$ cat config.mk
export PLATFORM = sky130hd
export DESIGN_NAME = ssm_monitor
export DESIGN_NICKNAME = d
export VERILOG_FILES = /design/src/hdl/ssm_monitor.v /design/src/hdl/ssm_sat_counter.v /design/src/hdl/ssm_sync2.v
export VERILOG_INCLUDE_DIRS = /design/src /design/src/hdl
export SDC_FILE = /design/constraint.sdc
export NUM_CORES = 1
export LEC_CHECK = 0
export BUFFER_PORTS_ARGS = -buffer_cell sky130_fd_sc_hd__buf_2
export CAP_MARGIN = 20
export CORE_MARGIN = 2
export CORE_UTILIZATION = 60
export CTS_CLUSTER_DIAMETER = 200
export DETAILED_ROUTE_END_ITERATION = 10
export PLACE_DENSITY = 0.81
export SETUP_SLACK_MARGIN = 0.4
export SKIP_CTS_REPAIR_TIMING = 1
export SYNTH_ARGS = -nofsm -noshare
export SYNTH_HDL_FRONTEND = slang
export SYNTH_SLANG_ARGS = --single-unit
export TNS_END_PERCENT = 30
$ cat constraint.sdc
create_clock -name mclk -period 3.6 [get_ports mclk]
set_clock_uncertainty 0.2 [all_clocks]
set_input_delay 0.18 -clock mclk [delete_from_list [all_inputs] [get_ports mclk]]
set_output_delay 0.18 -clock mclk [all_outputs]
set_load 0.02 [all_outputs]
$ cat src/hdl/ssm_consts.vh
// Constants for the switchgear object status monitor
// Functional notes
// Neither breaker position input active reports breaker intermediate.
// Both breaker position inputs active reports breaker bad.
// Only open input gives open; only closed input gives closed.
// Neither cart input active reports cart midway.
// Both cart inputs active reports cart fault.
// Non-withdrawable object types report cart not in use, cart inputs ignored.
// Synchrocheck enabled refuses close without permission; disabled by default.
// Permission comes from internal synchrocheck signal or external digital input.
// Ready check high or low gates close; not in use ignores input.
// Two 32-bit unsigned counters of successful open and close requests.
// Two 32-bit unsigned counters of failed open and close requests.
// Clear command zeroes all four counters, then returns to idle itself; a request counted in the clearing cycle leaves its counter at one.
// Object type, default circuit breaker, selects monitored inputs and cart supervision.
// Withdrawable breaker: cart, position, control, ready, synchrocheck and interlocks.
// Circuit breaker: position, control, ready, synchrocheck, interlocks, no cart.
// Main disconnector: position and open/close control, no ready or synchrocheck.
// Earthing switch: position indication only, never commanded.
// Status flags show open allowed, close allowed, object ready, synchrocheck ok.
// External object drives ready high when ready and spring charged.
// Request counters saturate at maximum instead of wrapping.
`ifndef SSM_CONSTS_VH
`define SSM_CONSTS_VH

// Register byte offsets
`define SSM_OFF_CONFIG      8'h00
`define SSM_OFF_CLEAR       8'h04
`define SSM_OFF_STATUS      8'h08
`define SSM_OFF_OPEN_OK     8'h0c
`define SSM_OFF_CLOSE_OK    8'h10
`define SSM_OFF_OPEN_FAIL   8'h14
`define SSM_OFF_CLOSE_FAIL  8'h18

// Configuration fields
`define SSM_CFG_W           6
`define SSM_CFG_RESET       6'h01
`define SSM_CFG_TYPE_LSB    0
`define SSM_CFG_TYPE_MSB    1
`define SSM_CFG_USE_SYNC    2
`define SSM_CFG_SYNC_SRC    3
`define SSM_CFG_RDY_LSB     4
`define SSM_CFG_RDY_MSB     5
`define SSM_CLR_BIT         0

// Status fields
`define SSM_ST_W            9
`define SSM_ST_BRK_LSB      0
`define SSM_ST_BRK_MSB      1
`define SSM_ST_CART_LSB     2
`define SSM_ST_CART_MSB     4
`define SSM_ST_OPEN_OK      5
`define SSM_ST_CLOSE_OK     6
`define SSM_ST_READY        7
`define SSM_ST_SYNC         8

// Object types
`define SSM_TYPE_WD_CB      2'h0
`define SSM_TYPE_CB         2'h1
`define SSM_TYPE_MAIN_DISC  2'h2
`define SSM_TYPE_EARTH      2'h3

// Breaker position codes
`define SSM_BRK_INTER       2'h0
`define SSM_BRK_OPEN        2'h1
`define SSM_BRK_CLOSED      2'h2
`define SSM_BRK_BAD         2'h3

// Cart position codes
`define SSM_CART_MIDWAY     3'h0
`define SSM_CART_WITHDRAWN  3'h1
`define SSM_CART_INSERTED   3'h2
`define SSM_CART_FAULT      3'h3
`define SSM_CART_UNUSED     3'h4

// Ready check modes
`define SSM_RDY_UNUSED      2'h0
`define SSM_RDY_HIGH        2'h1
`define SSM_RDY_LOW         2'h2

// AXI responses
`define SSM_RESP_OKAY       2'h0
`define SSM_RESP_SLVERR     2'h2

`endif

$ cat src/hdl/ssm_monitor.v
// Switchgear object status monitor with AXI4-Lite register access
//
// Added by the designer: the register addresses and the AXI4-Lite interface to the registers.
`timescale 1ns/100ps
`include "ssm_consts.vh"
module ssm_monitor #(
  parameter CNT_W  = 32,
  parameter ADDR_W = 8
) (
  // Clock and reset
  input  wire              mclk,
  input  wire              rst_n,
  // AXI4-Lite write address
  input  wire [ADDR_W-1:0] s_axi_awaddr,
  input  wire              s_axi_awvalid,
  output wire              s_axi_awready,
  // AXI4-Lite write data
  input  wire [31:0]       s_axi_wdata,
  input  wire [3:0]        s_axi_wstrb,
  input  wire              s_axi_wvalid,
  output wire              s_axi_wready,
  // AXI4-Lite write response
  output wire [1:0]        s_axi_bresp,
  output wire              s_axi_bvalid,
  input  wire              s_axi_bready,
  // AXI4-Lite read address
  input  wire [ADDR_W-1:0] s_axi_araddr,
  input  wire              s_axi_arvalid,
  output wire              s_axi_arready,
  // AXI4-Lite read data
  output wire [31:0]       s_axi_rdata,
  output wire [1:0]        s_axi_rresp,
  output wire              s_axi_rvalid,
  input  wire              s_axi_rready,
  // Field status pins, asynchronous
  input  wire              pin_open_pos,
  input  wire              pin_close_pos,
  input  wire              pin_cart_in,
  input  wire              pin_cart_out,
  input  wire              pin_ready,
  input  wire              pin_ext_sync,
  // Internal logic on mclk
  input  wire              int_sync_ok,
  input  wire              open_ilock,
  input  wire              close_ilock,
  input  wire              open_req,
  input  wire              close_req,
  // Commands
  output wire              open_cmd,
  output wire              close_cmd,
  // Status
  output wire [1:0]        breaker_pos,
  output wire [2:0]        cart_pos,
  output wire              open_allowed,
  output wire              close_allowed,
  output wire              object_ready,
  output wire              sync_ok
);
  localparam NUM_CNT = 4;

  // Synchronised pins
  wire [5:0]             pin_s;
  wire                   open_s;
  wire                   close_s;
  wire                   cart_in_s;
  wire                   cart_out_s;
  wire                   ready_s;
  wire                   ext_sync_s;
  // Configuration and status
  reg  [`SSM_CFG_W-1:0]  cfg_q;
  wire [1:0]             obj_type;
  wire                   use_sync;
  wire                   sync_src;
  wire [1:0]             rdy_mode;
  reg  [1:0]             brk_q;
  reg  [1:0]             brk_d;
  reg  [2:0]             cart_q;
  reg  [2:0]             cart_d;
  reg                    open_ok_q;
  reg                    close_ok_q;
  reg                    ready_ok_q;
  reg                    sync_perm_q;
  reg                    open_ok_d;
  reg                    close_ok_d;
  reg                    ready_ok_d;
  reg                    sync_perm_d;
  reg                    gated_type;
  reg                    open_cmd_q;
  reg                    close_cmd_q;
  // Request outcome
  wire                   open_go;
  wire                   open_bad;
  wire                   close_go;
  wire                   close_bad;
  wire [NUM_CNT-1:0]     cnt_inc;
  wire [NUM_CNT*CNT_W-1:0] cnt_bus;
  reg                    clear_q;
  // Bus state
  reg                    awready_q;
  reg                    wready_q;
  reg                    bvalid_q;
  reg  [1:0]             bresp_q;
  reg                    aw_got_q;
  reg                    w_got_q;
  reg  [ADDR_W-1:0]      waddr_q;
  reg  [31:0]            wdata_q;
  reg  [3:0]             wstrb_q;
  reg                    arready_q;
  reg                    rvalid_q;
  reg  [1:0]             rresp_q;
  reg  [31:0]            rdata_q;
  reg  [31:0]            rd_mux;
  reg                    rd_hit;
  wire [ADDR_W-1:0]      rd_off;
  wire [ADDR_W-1:0]      wr_off;
  wire                   wr_fire;

  assign open_s     = pin_s[0];
  assign close_s    = pin_s[1];
  assign cart_in_s  = pin_s[2];
  assign cart_out_s = pin_s[3];
  assign ready_s    = pin_s[4];
  assign ext_sync_s = pin_s[5];

  ssm_sync2 #(
    .WIDTH (6)
  ) u_pin_sync (
    .mclk  (mclk),
    .rst_n (rst_n),
    .d     ({pin_ext_sync, pin_ready, pin_cart_out, pin_cart_in, pin_close_pos, pin_open_pos}),
    .q     (pin_s)
  );

  assign obj_type = cfg_q[`SSM_CFG_TYPE_MSB:`SSM_CFG_TYPE_LSB];
  assign use_sync = cfg_q[`SSM_CFG_USE_SYNC];
  assign sync_src = cfg_q[`SSM_CFG_SYNC_SRC];
  assign rdy_mode = cfg_q[`SSM_CFG_RDY_MSB:`SSM_CFG_RDY_LSB];

  always @* begin
    // neither active
    brk_d = `SSM_BRK_INTER;
    case ({open_s, close_s})
      // single input
      2'b10: begin
        brk_d = `SSM_BRK_OPEN;
      end
      2'b01: begin
        brk_d = `SSM_BRK_CLOSED;
      end
      // both active
      2'b11: begin
        brk_d = `SSM_BRK_BAD;
      end
      default: begin
        brk_d = `SSM_BRK_INTER;
      end
    endcase

    // cart unused
    cart_d = `SSM_CART_UNUSED;
    // type selects supervision
    if (obj_type == `SSM_TYPE_WD_CB) begin
      case ({cart_in_s, cart_out_s})
        2'b10: begin
          cart_d = `SSM_CART_INSERTED;
        end
        2'b01: begin
          cart_d = `SSM_CART_WITHDRAWN;
        end
        // both cart inputs
        2'b11: begin
          cart_d = `SSM_CART_FAULT;
        end
        // cart midway
        default: begin
          cart_d = `SSM_CART_MIDWAY;
        end
      endcase
    end

    // permission source
    sync_perm_d = sync_src ? ext_sync_s : int_sync_ok;

    // ready level check
    case (rdy_mode)
      `SSM_RDY_HIGH: begin
        ready_ok_d = ready_s;
      end
      `SSM_RDY_LOW: begin
        ready_ok_d = ~ready_s;
      end
      default: begin
        ready_ok_d = 1'b1;
      end
    endcase

    // breaker types gated
    gated_type = (obj_type == `SSM_TYPE_WD_CB) || (obj_type == `SSM_TYPE_CB);

    // earthing never commanded
    open_ok_d = (obj_type != `SSM_TYPE_EARTH) && !(gated_type && open_ilock);
    // disconnector ungated close
    close_ok_d = (obj_type != `SSM_TYPE_EARTH) &&
                 (!gated_type ||
                  // synchrocheck gate
                  (ready_ok_d && (!use_sync || sync_perm_d) && !close_ilock));
  end

  // Open wins when both requests arrive together; the close is then refused
  assign open_go   = open_req & open_ok_d;
  assign open_bad  = open_req & ~open_ok_d;
  assign close_go  = close_req & ~open_req & close_ok_d;
  assign close_bad = close_req & ~(~open_req & close_ok_d);
  assign cnt_inc   = {close_bad, open_bad, close_go, open_go};

  always @(posedge mclk) begin
    if (!rst_n) begin
      brk_q       <= `SSM_BRK_INTER;
      cart_q      <= `SSM_CART_UNUSED;
      open_ok_q   <= 1'b0;
      close_ok_q  <= 1'b0;
      ready_ok_q  <= 1'b0;
      sync_perm_q <= 1'b0;
      open_cmd_q  <= 1'b0;
      close_cmd_q <= 1'b0;
    end else begin
      brk_q       <= brk_d;
      cart_q      <= cart_d;
      // additional flags
      open_ok_q   <= open_ok_d;
      close_ok_q  <= close_ok_d;
      ready_ok_q  <= ready_ok_d;
      sync_perm_q <= sync_perm_d;
      // commands only when allowed
      open_cmd_q  <= open_go;
      close_cmd_q <= close_go;
    end
  end

  // four counters
  genvar gi;
  generate
    for (gi = 0; gi < NUM_CNT; gi = gi + 1) begin : g_cnt
      ssm_sat_counter #(
        .WIDTH (CNT_W)
      ) u_cnt (
        .mclk  (mclk),
        .rst_n (rst_n),
        .clear (clear_q),
        .inc   (cnt_inc[gi]),
        .count (cnt_bus[gi*CNT_W +: CNT_W])
      );
    end
  endgenerate

  // Write path: address and data are captured independently in any order
  assign wr_off  = {waddr_q[ADDR_W-1:2], 2'b00};
  assign wr_fire = aw_got_q && w_got_q && !bvalid_q;

  always @(posedge mclk) begin
    if (!rst_n) begin
      awready_q <= 1'b0;
      wready_q  <= 1'b0;
      bvalid_q  <= 1'b0;
      bresp_q   <= `SSM_RESP_OKAY;
      aw_got_q  <= 1'b0;
      w_got_q   <= 1'b0;
      waddr_q   <= {ADDR_W{1'b0}};
      wdata_q   <= 32'h0000_0000;
      wstrb_q   <= 4'h0;
      cfg_q     <= `SSM_CFG_RESET;
      clear_q   <= 1'b0;
    end else begin
      // self-clearing control
      clear_q <= 1'b0;
      if (!aw_got_q && !bvalid_q) begin
        awready_q <= 1'b1;
      end
      if (!w_got_q && !bvalid_q) begin
        wready_q <= 1'b1;
      end
      if (s_axi_awvalid && awready_q) begin
        waddr_q   <= s_axi_awaddr;
        aw_got_q  <= 1'b1;
        awready_q <= 1'b0;
      end
      if (s_axi_wvalid && wready_q) begin
        wdata_q  <= s_axi_wdata;
        wstrb_q  <= s_axi_wstrb;
        w_got_q  <= 1'b1;
        wready_q <= 1'b0;
      end
      if (wr_fire) begin
        aw_got_q <= 1'b0;
        w_got_q  <= 1'b0;
        bvalid_q <= 1'b1;
        bresp_q  <= `SSM_RESP_OKAY;
        case (wr_off)
          `SSM_OFF_CONFIG: begin
            if (wstrb_q[0]) begin
              cfg_q <= wdata_q[`SSM_CFG_W-1:0];
            end
          end
          `SSM_OFF_CLEAR: begin
            // clear all counters
            if (wstrb_q[0] && wdata_q[`SSM_CLR_BIT]) begin
              clear_q <= 1'b1;
            end
          end
          `SSM_OFF_STATUS, `SSM_OFF_OPEN_OK, `SSM_OFF_CLOSE_OK,
          `SSM_OFF_OPEN_FAIL, `SSM_OFF_CLOSE_FAIL: begin
            bresp_q <= `SSM_RESP_OKAY;
          end
          default: begin
            bresp_q <= `SSM_RESP_SLVERR;
          end
        endcase
      end
      if (bvalid_q && s_axi_bready) begin
        bvalid_q <= 1'b0;
      end
    end
  end

  // Read path
  assign rd_off = {s_axi_araddr[ADDR_W-1:2], 2'b00};

  always @* begin
    rd_mux = 32'h0000_0000;
    rd_hit = 1'b1;
    case (rd_off)
      `SSM_OFF_CONFIG: begin
        rd_mux[`SSM_CFG_W-1:0] = cfg_q;
      end
      `SSM_OFF_CLEAR: begin
        rd_mux = 32'h0000_0000;
      end
      `SSM_OFF_STATUS: begin
        rd_mux[`SSM_ST_BRK_MSB:`SSM_ST_BRK_LSB]   = brk_q;
        rd_mux[`SSM_ST_CART_MSB:`SSM_ST_CART_LSB] = cart_q;
        rd_mux[`SSM_ST_OPEN_OK]                   = open_ok_q;
        rd_mux[`SSM_ST_CLOSE_OK]                  = close_ok_q;
        rd_mux[`SSM_ST_READY]                     = ready_ok_q;
        rd_mux[`SSM_ST_SYNC]                      = sync_perm_q;
      end
      `SSM_OFF_OPEN_OK: begin
        rd_mux = cnt_bus[0*CNT_W +: 32];
      end
      `SSM_OFF_CLOSE_OK: begin
        rd_mux = cnt_bus[1*CNT_W +: 32];
      end
      `SSM_OFF_OPEN_FAIL: begin
        rd_mux = cnt_bus[2*CNT_W +: 32];
      end
      `SSM_OFF_CLOSE_FAIL: begin
        rd_mux = cnt_bus[3*CNT_W +: 32];
      end
      default: begin
        rd_hit = 1'b0;
      end
    endcase
  end

  always @(posedge mclk) begin
    if (!rst_n) begin
      arready_q <= 1'b0;
      rvalid_q  <= 1'b0;
      rresp_q   <= `SSM_RESP_OKAY;
      rdata_q   <= 32'h0000_0000;
    end else begin
      if (!rvalid_q) begin
        arready_q <= 1'b1;
      end
      if (s_axi_arvalid && arready_q) begin
        arready_q <= 1'b0;
        rvalid_q  <= 1'b1;
        rdata_q   <= rd_mux;
        rresp_q   <= rd_hit ? `SSM_RESP_OKAY : `SSM_RESP_SLVERR;
      end
      if (rvalid_q && s_axi_rready) begin
        rvalid_q <= 1'b0;
      end
    end
  end

  assign s_axi_awready = awready_q;
  assign s_axi_wready  = wready_q;
  assign s_axi_bresp   = bresp_q;
  assign s_axi_bvalid  = bvalid_q;
  assign s_axi_arready = arready_q;
  assign s_axi_rdata   = rdata_q;
  assign s_axi_rresp   = rresp_q;
  assign s_axi_rvalid  = rvalid_q;
  assign open_cmd      = open_cmd_q;
  assign close_cmd     = close_cmd_q;
  assign breaker_pos   = brk_q;
  assign cart_pos      = cart_q;
  assign open_allowed  = open_ok_q;
  assign close_allowed = close_ok_q;
  assign object_ready  = ready_ok_q;
  assign sync_ok       = sync_perm_q;
endmodule // ssm_monitor

$ cat src/hdl/ssm_sat_counter.v
// Saturating request counter with synchronous clear
`timescale 1ns/100ps
module ssm_sat_counter #(
  parameter WIDTH = 32
) (
  // Clock and reset
  input  wire             mclk,
  input  wire             rst_n,
  // Control
  input  wire             clear,
  input  wire             inc,
  // Count
  output wire [WIDTH-1:0] count
);
  localparam [WIDTH-1:0] MAX_COUNT = {WIDTH{1'b1}};
  localparam [WIDTH-1:0] ONE       = {{(WIDTH-1){1'b0}}, 1'b1};

  reg [WIDTH-1:0] count_q;
  reg [WIDTH-1:0] count_d;

  always @* begin
    count_d = count_q;
    // clear to zero
    if (clear) begin
      // An event in the clearing cycle is kept
      count_d = inc ? ONE : {WIDTH{1'b0}};
    // hold at maximum
    end else if (inc && (count_q != MAX_COUNT)) begin
      count_d = count_q + ONE;
    end
  end

  always @(posedge mclk) begin
    if (!rst_n) begin
      count_q <= {WIDTH{1'b0}};
    end else begin
      count_q <= count_d;
    end
  end

  assign count = count_q;
endmodule // ssm_sat_counter

$ cat src/hdl/ssm_sync2.v
// Two-stage synchroniser for asynchronous status pins
`timescale 1ns/100ps
module ssm_sync2 #(
  parameter WIDTH = 6
) (
  // Clock and reset
  input  wire             mclk,
  input  wire             rst_n,
  // Data
  input  wire [WIDTH-1:0] d,
  output wire [WIDTH-1:0] q
);
  reg [WIDTH-1:0] meta_q;
  reg [WIDTH-1:0] sync_q;

  // First stage feeds only the second stage
  always @(posedge mclk) begin
    if (!rst_n) begin
      meta_q <= {WIDTH{1'b0}};
      sync_q <= {WIDTH{1'b0}};
    end else begin
      meta_q <= d;
      sync_q <= meta_q;
    end
  end

  assign q = sync_q;
endmodule // ssm_sync2

==> flow_summary.ini, run 1 <==
[drt]
drt_first_pass_iters = 6
ant_nets = 0
wl_per_cell_um = 18.8
viasPerCell = 6.59
wirelength_um = 29300
vias = 10300
drtIter0Drc = 1005
drc = 0

[clock_tree]
numCtsBuffers = 23
clk_latency_ns = 0.51
htreeDepth = 1
clockBufferDepth = 3
cts_sinks = 212
cts_root_buf = clkbuf_16
clk_pin_slew_worst_paths_ns = 0.06
cts_tree = built

[global_routing]
grt_overflow_total = 0
grt_max_degree = 56
grt_use_total = 0.304
grt_pass1_wl_um = 45500
antenna_found_initial = 0
grt_pass1_vias = 9140

[sta]
hold_viol_final = 0
final_max_slew_viol_count = 0
fmax_mhz = 333
rsz0062_at_grt = false
holdWs_ns = 0.0549
slew_headroom = 0.391
post-route-period-util = 0.834
worstMarginPinSlew_ns = 0.914
setup_viol = 0
timing.final.crit_period_ns = 3.00
setup-tns-final_ns = 0

[pwr]
p_comb_frac = 0.059
p_seq_frac = 0.488
p_sw_frac = 0.233
intPower_w = 0.00380
p_leak_nw = 3.99
power_density_nw_per_um2 = 412
ir_drop_mv = 0.380
clkPwrFrac = 0.453
p_sw_w = 0.00115

[synthesis]
async_reset_ff_frac = 0
synth_area_um2 = 10300
post-synth-top-count-cell = dfxtp_1
synth-main-ff-cell = dfxtp_1
ys_ff_latch = 212
yosys-top-cells-count = 212 x dfxtp_1, 127 x nand2_1, 122 x a21oi_1
yosysTopAreaCell = dfxtp_1
synth_top_cell_area_share = 0.413
netlist_instances = 1234
ys_seq_area_frac = 0.413
synth_area_per_cell_um2 = 8.33
synth_edf_count = 0
synthTopCellsByArea = dfxtp_1 41%, a21oi_1 5.9%, nand2_1 4.6%
synth_cell_types = 60
synth_warnings = 0

[place]
numPortBuffers = 86
gp_congestion = 0.890
place_hpwl_um = 18900

[setup_path]
worst_ep_arrival_time_ns = 3.24
crit_type = reg -> reg
crit_path_start_kind = flop
endpoint_kind = flop
path_max_fanout = 9
cp.required_ns = 3.83

[final_layout]
antennaDiodeCount = 0
fill_cells = 1283
area_growth_pct = 16.8
finalNetCount = 1402
drive_above_1_share = 0.125

[outcome]
status = completed

[die]
die-area_um2 = 18200
top_level_ports = 122
rows = 47
core_um2 = 16600
die_h_um = 135
die_w_um = 135
start_util = 0.618

[min_path]
hold_path.class = in -> reg

[run]
maxCapViolations = 0
[worst paths after layout]
check / from / endpoint / slack (ns) / cells after the start
worst min-delay path: open_ilock / open_allowed / 0.05 / 3
worst max-delay path: cfg_q[1] / g_cnt[0].u_cnt.count[30] / 0.60 / 5
worst min register to register: u_pin_sync.q[3] / cart_pos[0] / 0.21 / 1
worst max register to register: cfg_q[1] / g_cnt[0].u_cnt.count[30] / 0.60 / 5
[routing by layer]
| metal | vias to the layer above | track usage | routed length (um) |
|---|---|---|---|
| met3 | 97 | 0.0552 | 2370 |
| li1 | 4895 | - | - |
| met5 | - | 0 | 0 |
| met2 | 451 | 0.485 | 13400 |
| met1 | 4848 | 0.402 | 12200 |
| met4 | 0 | 0.139 | 1350 |
[cell usage in the layout (no fill, tap or decap), types with 32 or more instances in the layout]
cell type / count
dfxtp_1: 212
nor2_1: 47
o31ai_1: 58
a21oi_1: 122
dlygate4sd3_1: 42
or4_1: 60
nand4_1: 37
nand2_1: 126
mux2i_1: 32
o21ai_0: 65
nand3_1: 62
a221oi_1: 33
or3_1: 47
buf_2: 86
[cell type report]
cell class                 instances  area, um2  share of cell area
multi-input combinational        911       5640               0.470
inverter                          24       90.1             0.00750
timing repair buffer             154       1060              0.0882
tap                              220        275              0.0229
clock inverter                     5       56.3             0.00469
sequential                       212       4240               0.354
clock buffer                      36        644              0.0537
[flip-flops by register name (all words and copies together), names as in the netlist, 2 cells and up]
register	flops
breaker_pos	2
cart_pos	3
cfg_q	6
g_cnt.u_cnt.count	128
s_axi_rdata	32
u_pin_sync.meta_q	6
u_pin_sync.q	6
waddr_q	6
wdata_q	6
[critical path: stages, from the launching register on]
cell and delay, ns:
dfxtp_1 0.43, mux2i_1 0.62, nand3_1 0.45, or4_1 0.74, or3_1 0.35, a21oi_1 0.14
[through the flow]
stage | util | cells | power [W] | setup slack [ns] | instance area, um2
after floorplan | - | 1235 | 0.00262 | 1.18 | 10300
after global placement | 0.654 | 1479 | 0.00270 | 0.708 | 10900
after detailed placement | 0.654 | 1479 | 0.00271 | 0.644 | 10900
after CTS | 0.696 | 1520 | 0.00492 | 0.620 | 11600
after global routing | 0.721 | 1562 | 0.00509 | 0.401 | 12000
final | 0.721 | 1562 | 0.00495 | 0.597 | 12000
[cell families after synthesis]
kind of cell | share of synthesized area
AND/OR/NAND/NOR | 0.274
AO/OA/AOI/OAI | 0.216
XOR/XNOR | 0.00852
buffers and inverters | 0.0421
other | 0.000365
flip-flops | 0.413
multiplexers | 0.0388
adder cells (fa/ha/maj) | 0.00730
[power by group through the flow]
stage	combinational [W]	clock, W	sequential [W]
finish	0.000292	0.00224	0.00242
detailed placement	0.000244	0	0.00246
CTS	0.000246	0.00226	0.00241
global placement	0.000240	0	0.00246
global route	0.000316	0.00236	0.00242
floorplan	0.000149	0	0.00247
(Power assumes the default switching activity.)
==> run 2, diff against run 1 <==
--- a/config.mk
+++ b/config.mk
@@ -6,13 +6,14 @@
 export SDC_FILE = /design/constraint.sdc
 export NUM_CORES = 1
 export LEC_CHECK = 0
+export ABC_AREA = 1
 export BUFFER_PORTS_ARGS = -buffer_cell sky130_fd_sc_hd__buf_2
 export CAP_MARGIN = 20
 export CORE_MARGIN = 2
-export CORE_UTILIZATION = 60
+export CORE_UTILIZATION = 54
 export CTS_CLUSTER_DIAMETER = 200
 export DETAILED_ROUTE_END_ITERATION = 10
-export PLACE_DENSITY = 0.81
+export PLACE_DENSITY = 0.76
 export SETUP_SLACK_MARGIN = 0.4
 export SKIP_CTS_REPAIR_TIMING = 1
 export SYNTH_ARGS = -nofsm -noshare
==> constraint.sdc (replaced) <==
create_clock -name mclk -period 2.65 [get_ports mclk]
set_clock_uncertainty 0.2 [all_clocks]
set_input_delay 0.1325 -clock mclk [delete_from_list [all_inputs] [get_ports mclk]]
set_output_delay 0.1325 -clock mclk [all_outputs]
set_load 0.02 [all_outputs]
==> flow_summary.ini, run 2 <==
[outcome]
status = completed

[die]
start_util = 0.552
die_h_um = 151
die-area_um2 = 22800
die_w_um = 151
rows = 53
core_um2 = 21100
top_level_ports = 122

[synthesis]
ys_ff_latch = 212
synth_area_um2 = 11600
ys_seq_area_frac = 0.364
synth_top_cell_area_share = 0.364
netlist_instances = 1841
post-synth-top-count-cell = nand2_1
synth-main-ff-cell = dfxtp_1
synth_cell_types = 49
yosysTopAreaCell = dfxtp_1
async_reset_ff_frac = 0
synth_edf_count = 0
synth_area_per_cell_um2 = 6.33
synth_warnings = 0
synthTopCellsByArea = dfxtp_1 36%, nand2_1 17%, nor2_1 9.7%
yosys-top-cells-count = 540 x nand2_1, 302 x nor2_1, 212 x dfxtp_1

[final_layout]
final_util = 0.649
fill_cells = 1956
largest_reg_flops = 128
finalNetCount = 2044
layout_commonest_cell = nand2_1
area_growth_pct = 17.6
drive_above_1_share = 0.112
final_cell_mix = 538 x nand2_1, 295 x nor2_1, 211 x dfxtp_1

[clock_tree]
cts_root_buf = clkbuf_16
htreeDepth = 1
clockBufferDepth = 3
clk_latency_ns = 0.53
cts_sinks = 212
clk_pin_slew_worst_paths_ns = 0.06
numCtsBuffers = 24
cts_tree = built

[pwr]
intPower_w = 0.00525
p_seq_frac = 0.467
p_leak_nw = 5.41
p_sw_frac = 0.252
p_sw_w = 0.00176
ir_drop_mv = 0.467
power_density_nw_per_um2 = 512
clkPwrFrac = 0.465
p_comb_frac = 0.067

[global_routing]
grt_pass1_vias = 11100
grt_overflow_total = 0
antenna_found_initial = 2
grt_pass1_wl_um = 58500
grt_use_total = 0.330
grt_max_degree = 53

[setup_path]
crit_path_start_kind = input port
endpoint_kind = flop
crit_type = in -> reg
path_max_fanout = 4
worst_ep_arrival_time_ns = 2.45
cp.required_ns = 2.84

[min_path]
hold_path.class = in -> reg

[sta]
setup_viol = 0
worstMarginPinSlew_ns = 0.979
hold_viol_final = 0
slew_headroom = 0.346
timing.final.crit_period_ns = 2.26
rsz0062_at_grt = true
final_max_slew_viol_count = 0
fmax_mhz = 442
setup-tns-final_ns = 0
post-route-period-util = 0.854

[place]
numPortBuffers = 86
place_hpwl_um = 28200
gp_congestion = 0.969

[drt]
viasPerCell = 5.61
ant_nets = 0
drc = 0
drt_first_pass_iters = 7
wl_per_cell_um = 17.2
vias = 12700
drtIter0Drc = 1259
wirelength_um = 39000

[run]
maxCapViolations = 0
run 2: per-stage QoR:
step,cells,setup slack [ns],cell area [um2],hold WS [ns],power [W]
final,2261,0.386,13700,0.117,0.00701
after global routing,2260,0.344,13700,0.121,0.00720
after CTS,2212,0.273,13100,-0.436,0.00696
after detailed placement,2169,0.319,12300,0.119,0.00373
after global placement,2169,0.398,12300,0.113,0.00373
after floorplan,1842,0.745,11600,0.0267,0.00360
run 2: power by group through the flow:
stage	logic, W	clock network (W)	registers (W)
2_1_floorplan	0.000234	0	0.00337
3_3_place_gp	0.000380	0	0.00335
3_5_place_dp	0.000386	0	0.00335
4_1_cts	0.000388	0.00329	0.00328
5_1_grt	0.000507	0.00341	0.00328
6_report	0.000470	0.00326	0.00328
run 2: worst max-delay path, cell delays in order:
cell           delay (ns)
buf_2                0.11
nor2_4               0.14
dlygate4sd3_1        0.59
nand3_2              0.14
dlygate4sd3_1        0.60
nand3_1              0.09
dlygate4sd3_1        0.56
o21ai_0              0.07
run 2: area by class of cell:
class,instances,area [um2],share of cell area
clock buffer,30,684,0.0500
tap,275,344,0.0251
clock inverter,13,92.6,0.00676
antenna,1,2.50,0.000183
multi-input combinational,1370,6430,0.469
inverter,194,741,0.0541
sequential,212,4250,0.310
timing repair buffer,166,1160,0.0844
run 2: cell families (layout without fill, tap and decap cells):
family | Yosys count | count (layout) | synth area share
other cells | 1 | 3 | 0.000322
simple gates | 1059 | 1061 | 0.379
compound gates | 268 | 268 | 0.129
flops | 212 | 212 | 0.364
buf+inv | 262 | 403 | 0.0955
xor+xnor | 33 | 33 | 0.0248
fa+ha+maj | 6 | 6 | 0.00645
run 2: per-layer routing:
| layer | part of all wire | routed length [um] | vias to the layer above | GRT usage |
|---|---|---|---|---|
| li1 | - | - | 6166 | - |
| met1 | 0.42 | 16500 | 5744 | 0.451 |
| met2 | 0.44 | 17300 | 667 | 0.523 |
| met3 | 0.096 | 3760 | 100 | 0.0539 |
| met4 | 0.039 | 1500 | 0 | 0.131 |
| met5 | 0 | 0 | - | 0 |
run 2: worst paths after layout:
path                                           start                        to  slack (ns)  depth (start not counted)
worst max-delay path                 s_axi_araddr[7]            s_axi_rresp[1]        0.39                          8
worst min-delay path                    s_axi_rready              s_axi_rvalid        0.12                          3
worst max register to register              cfg_q[4]  g_cnt[1].u_cnt.count[20]        0.45                         10
worst min register to register  u_pin_sync.meta_q[4]           u_pin_sync.q[4]        0.20                          2
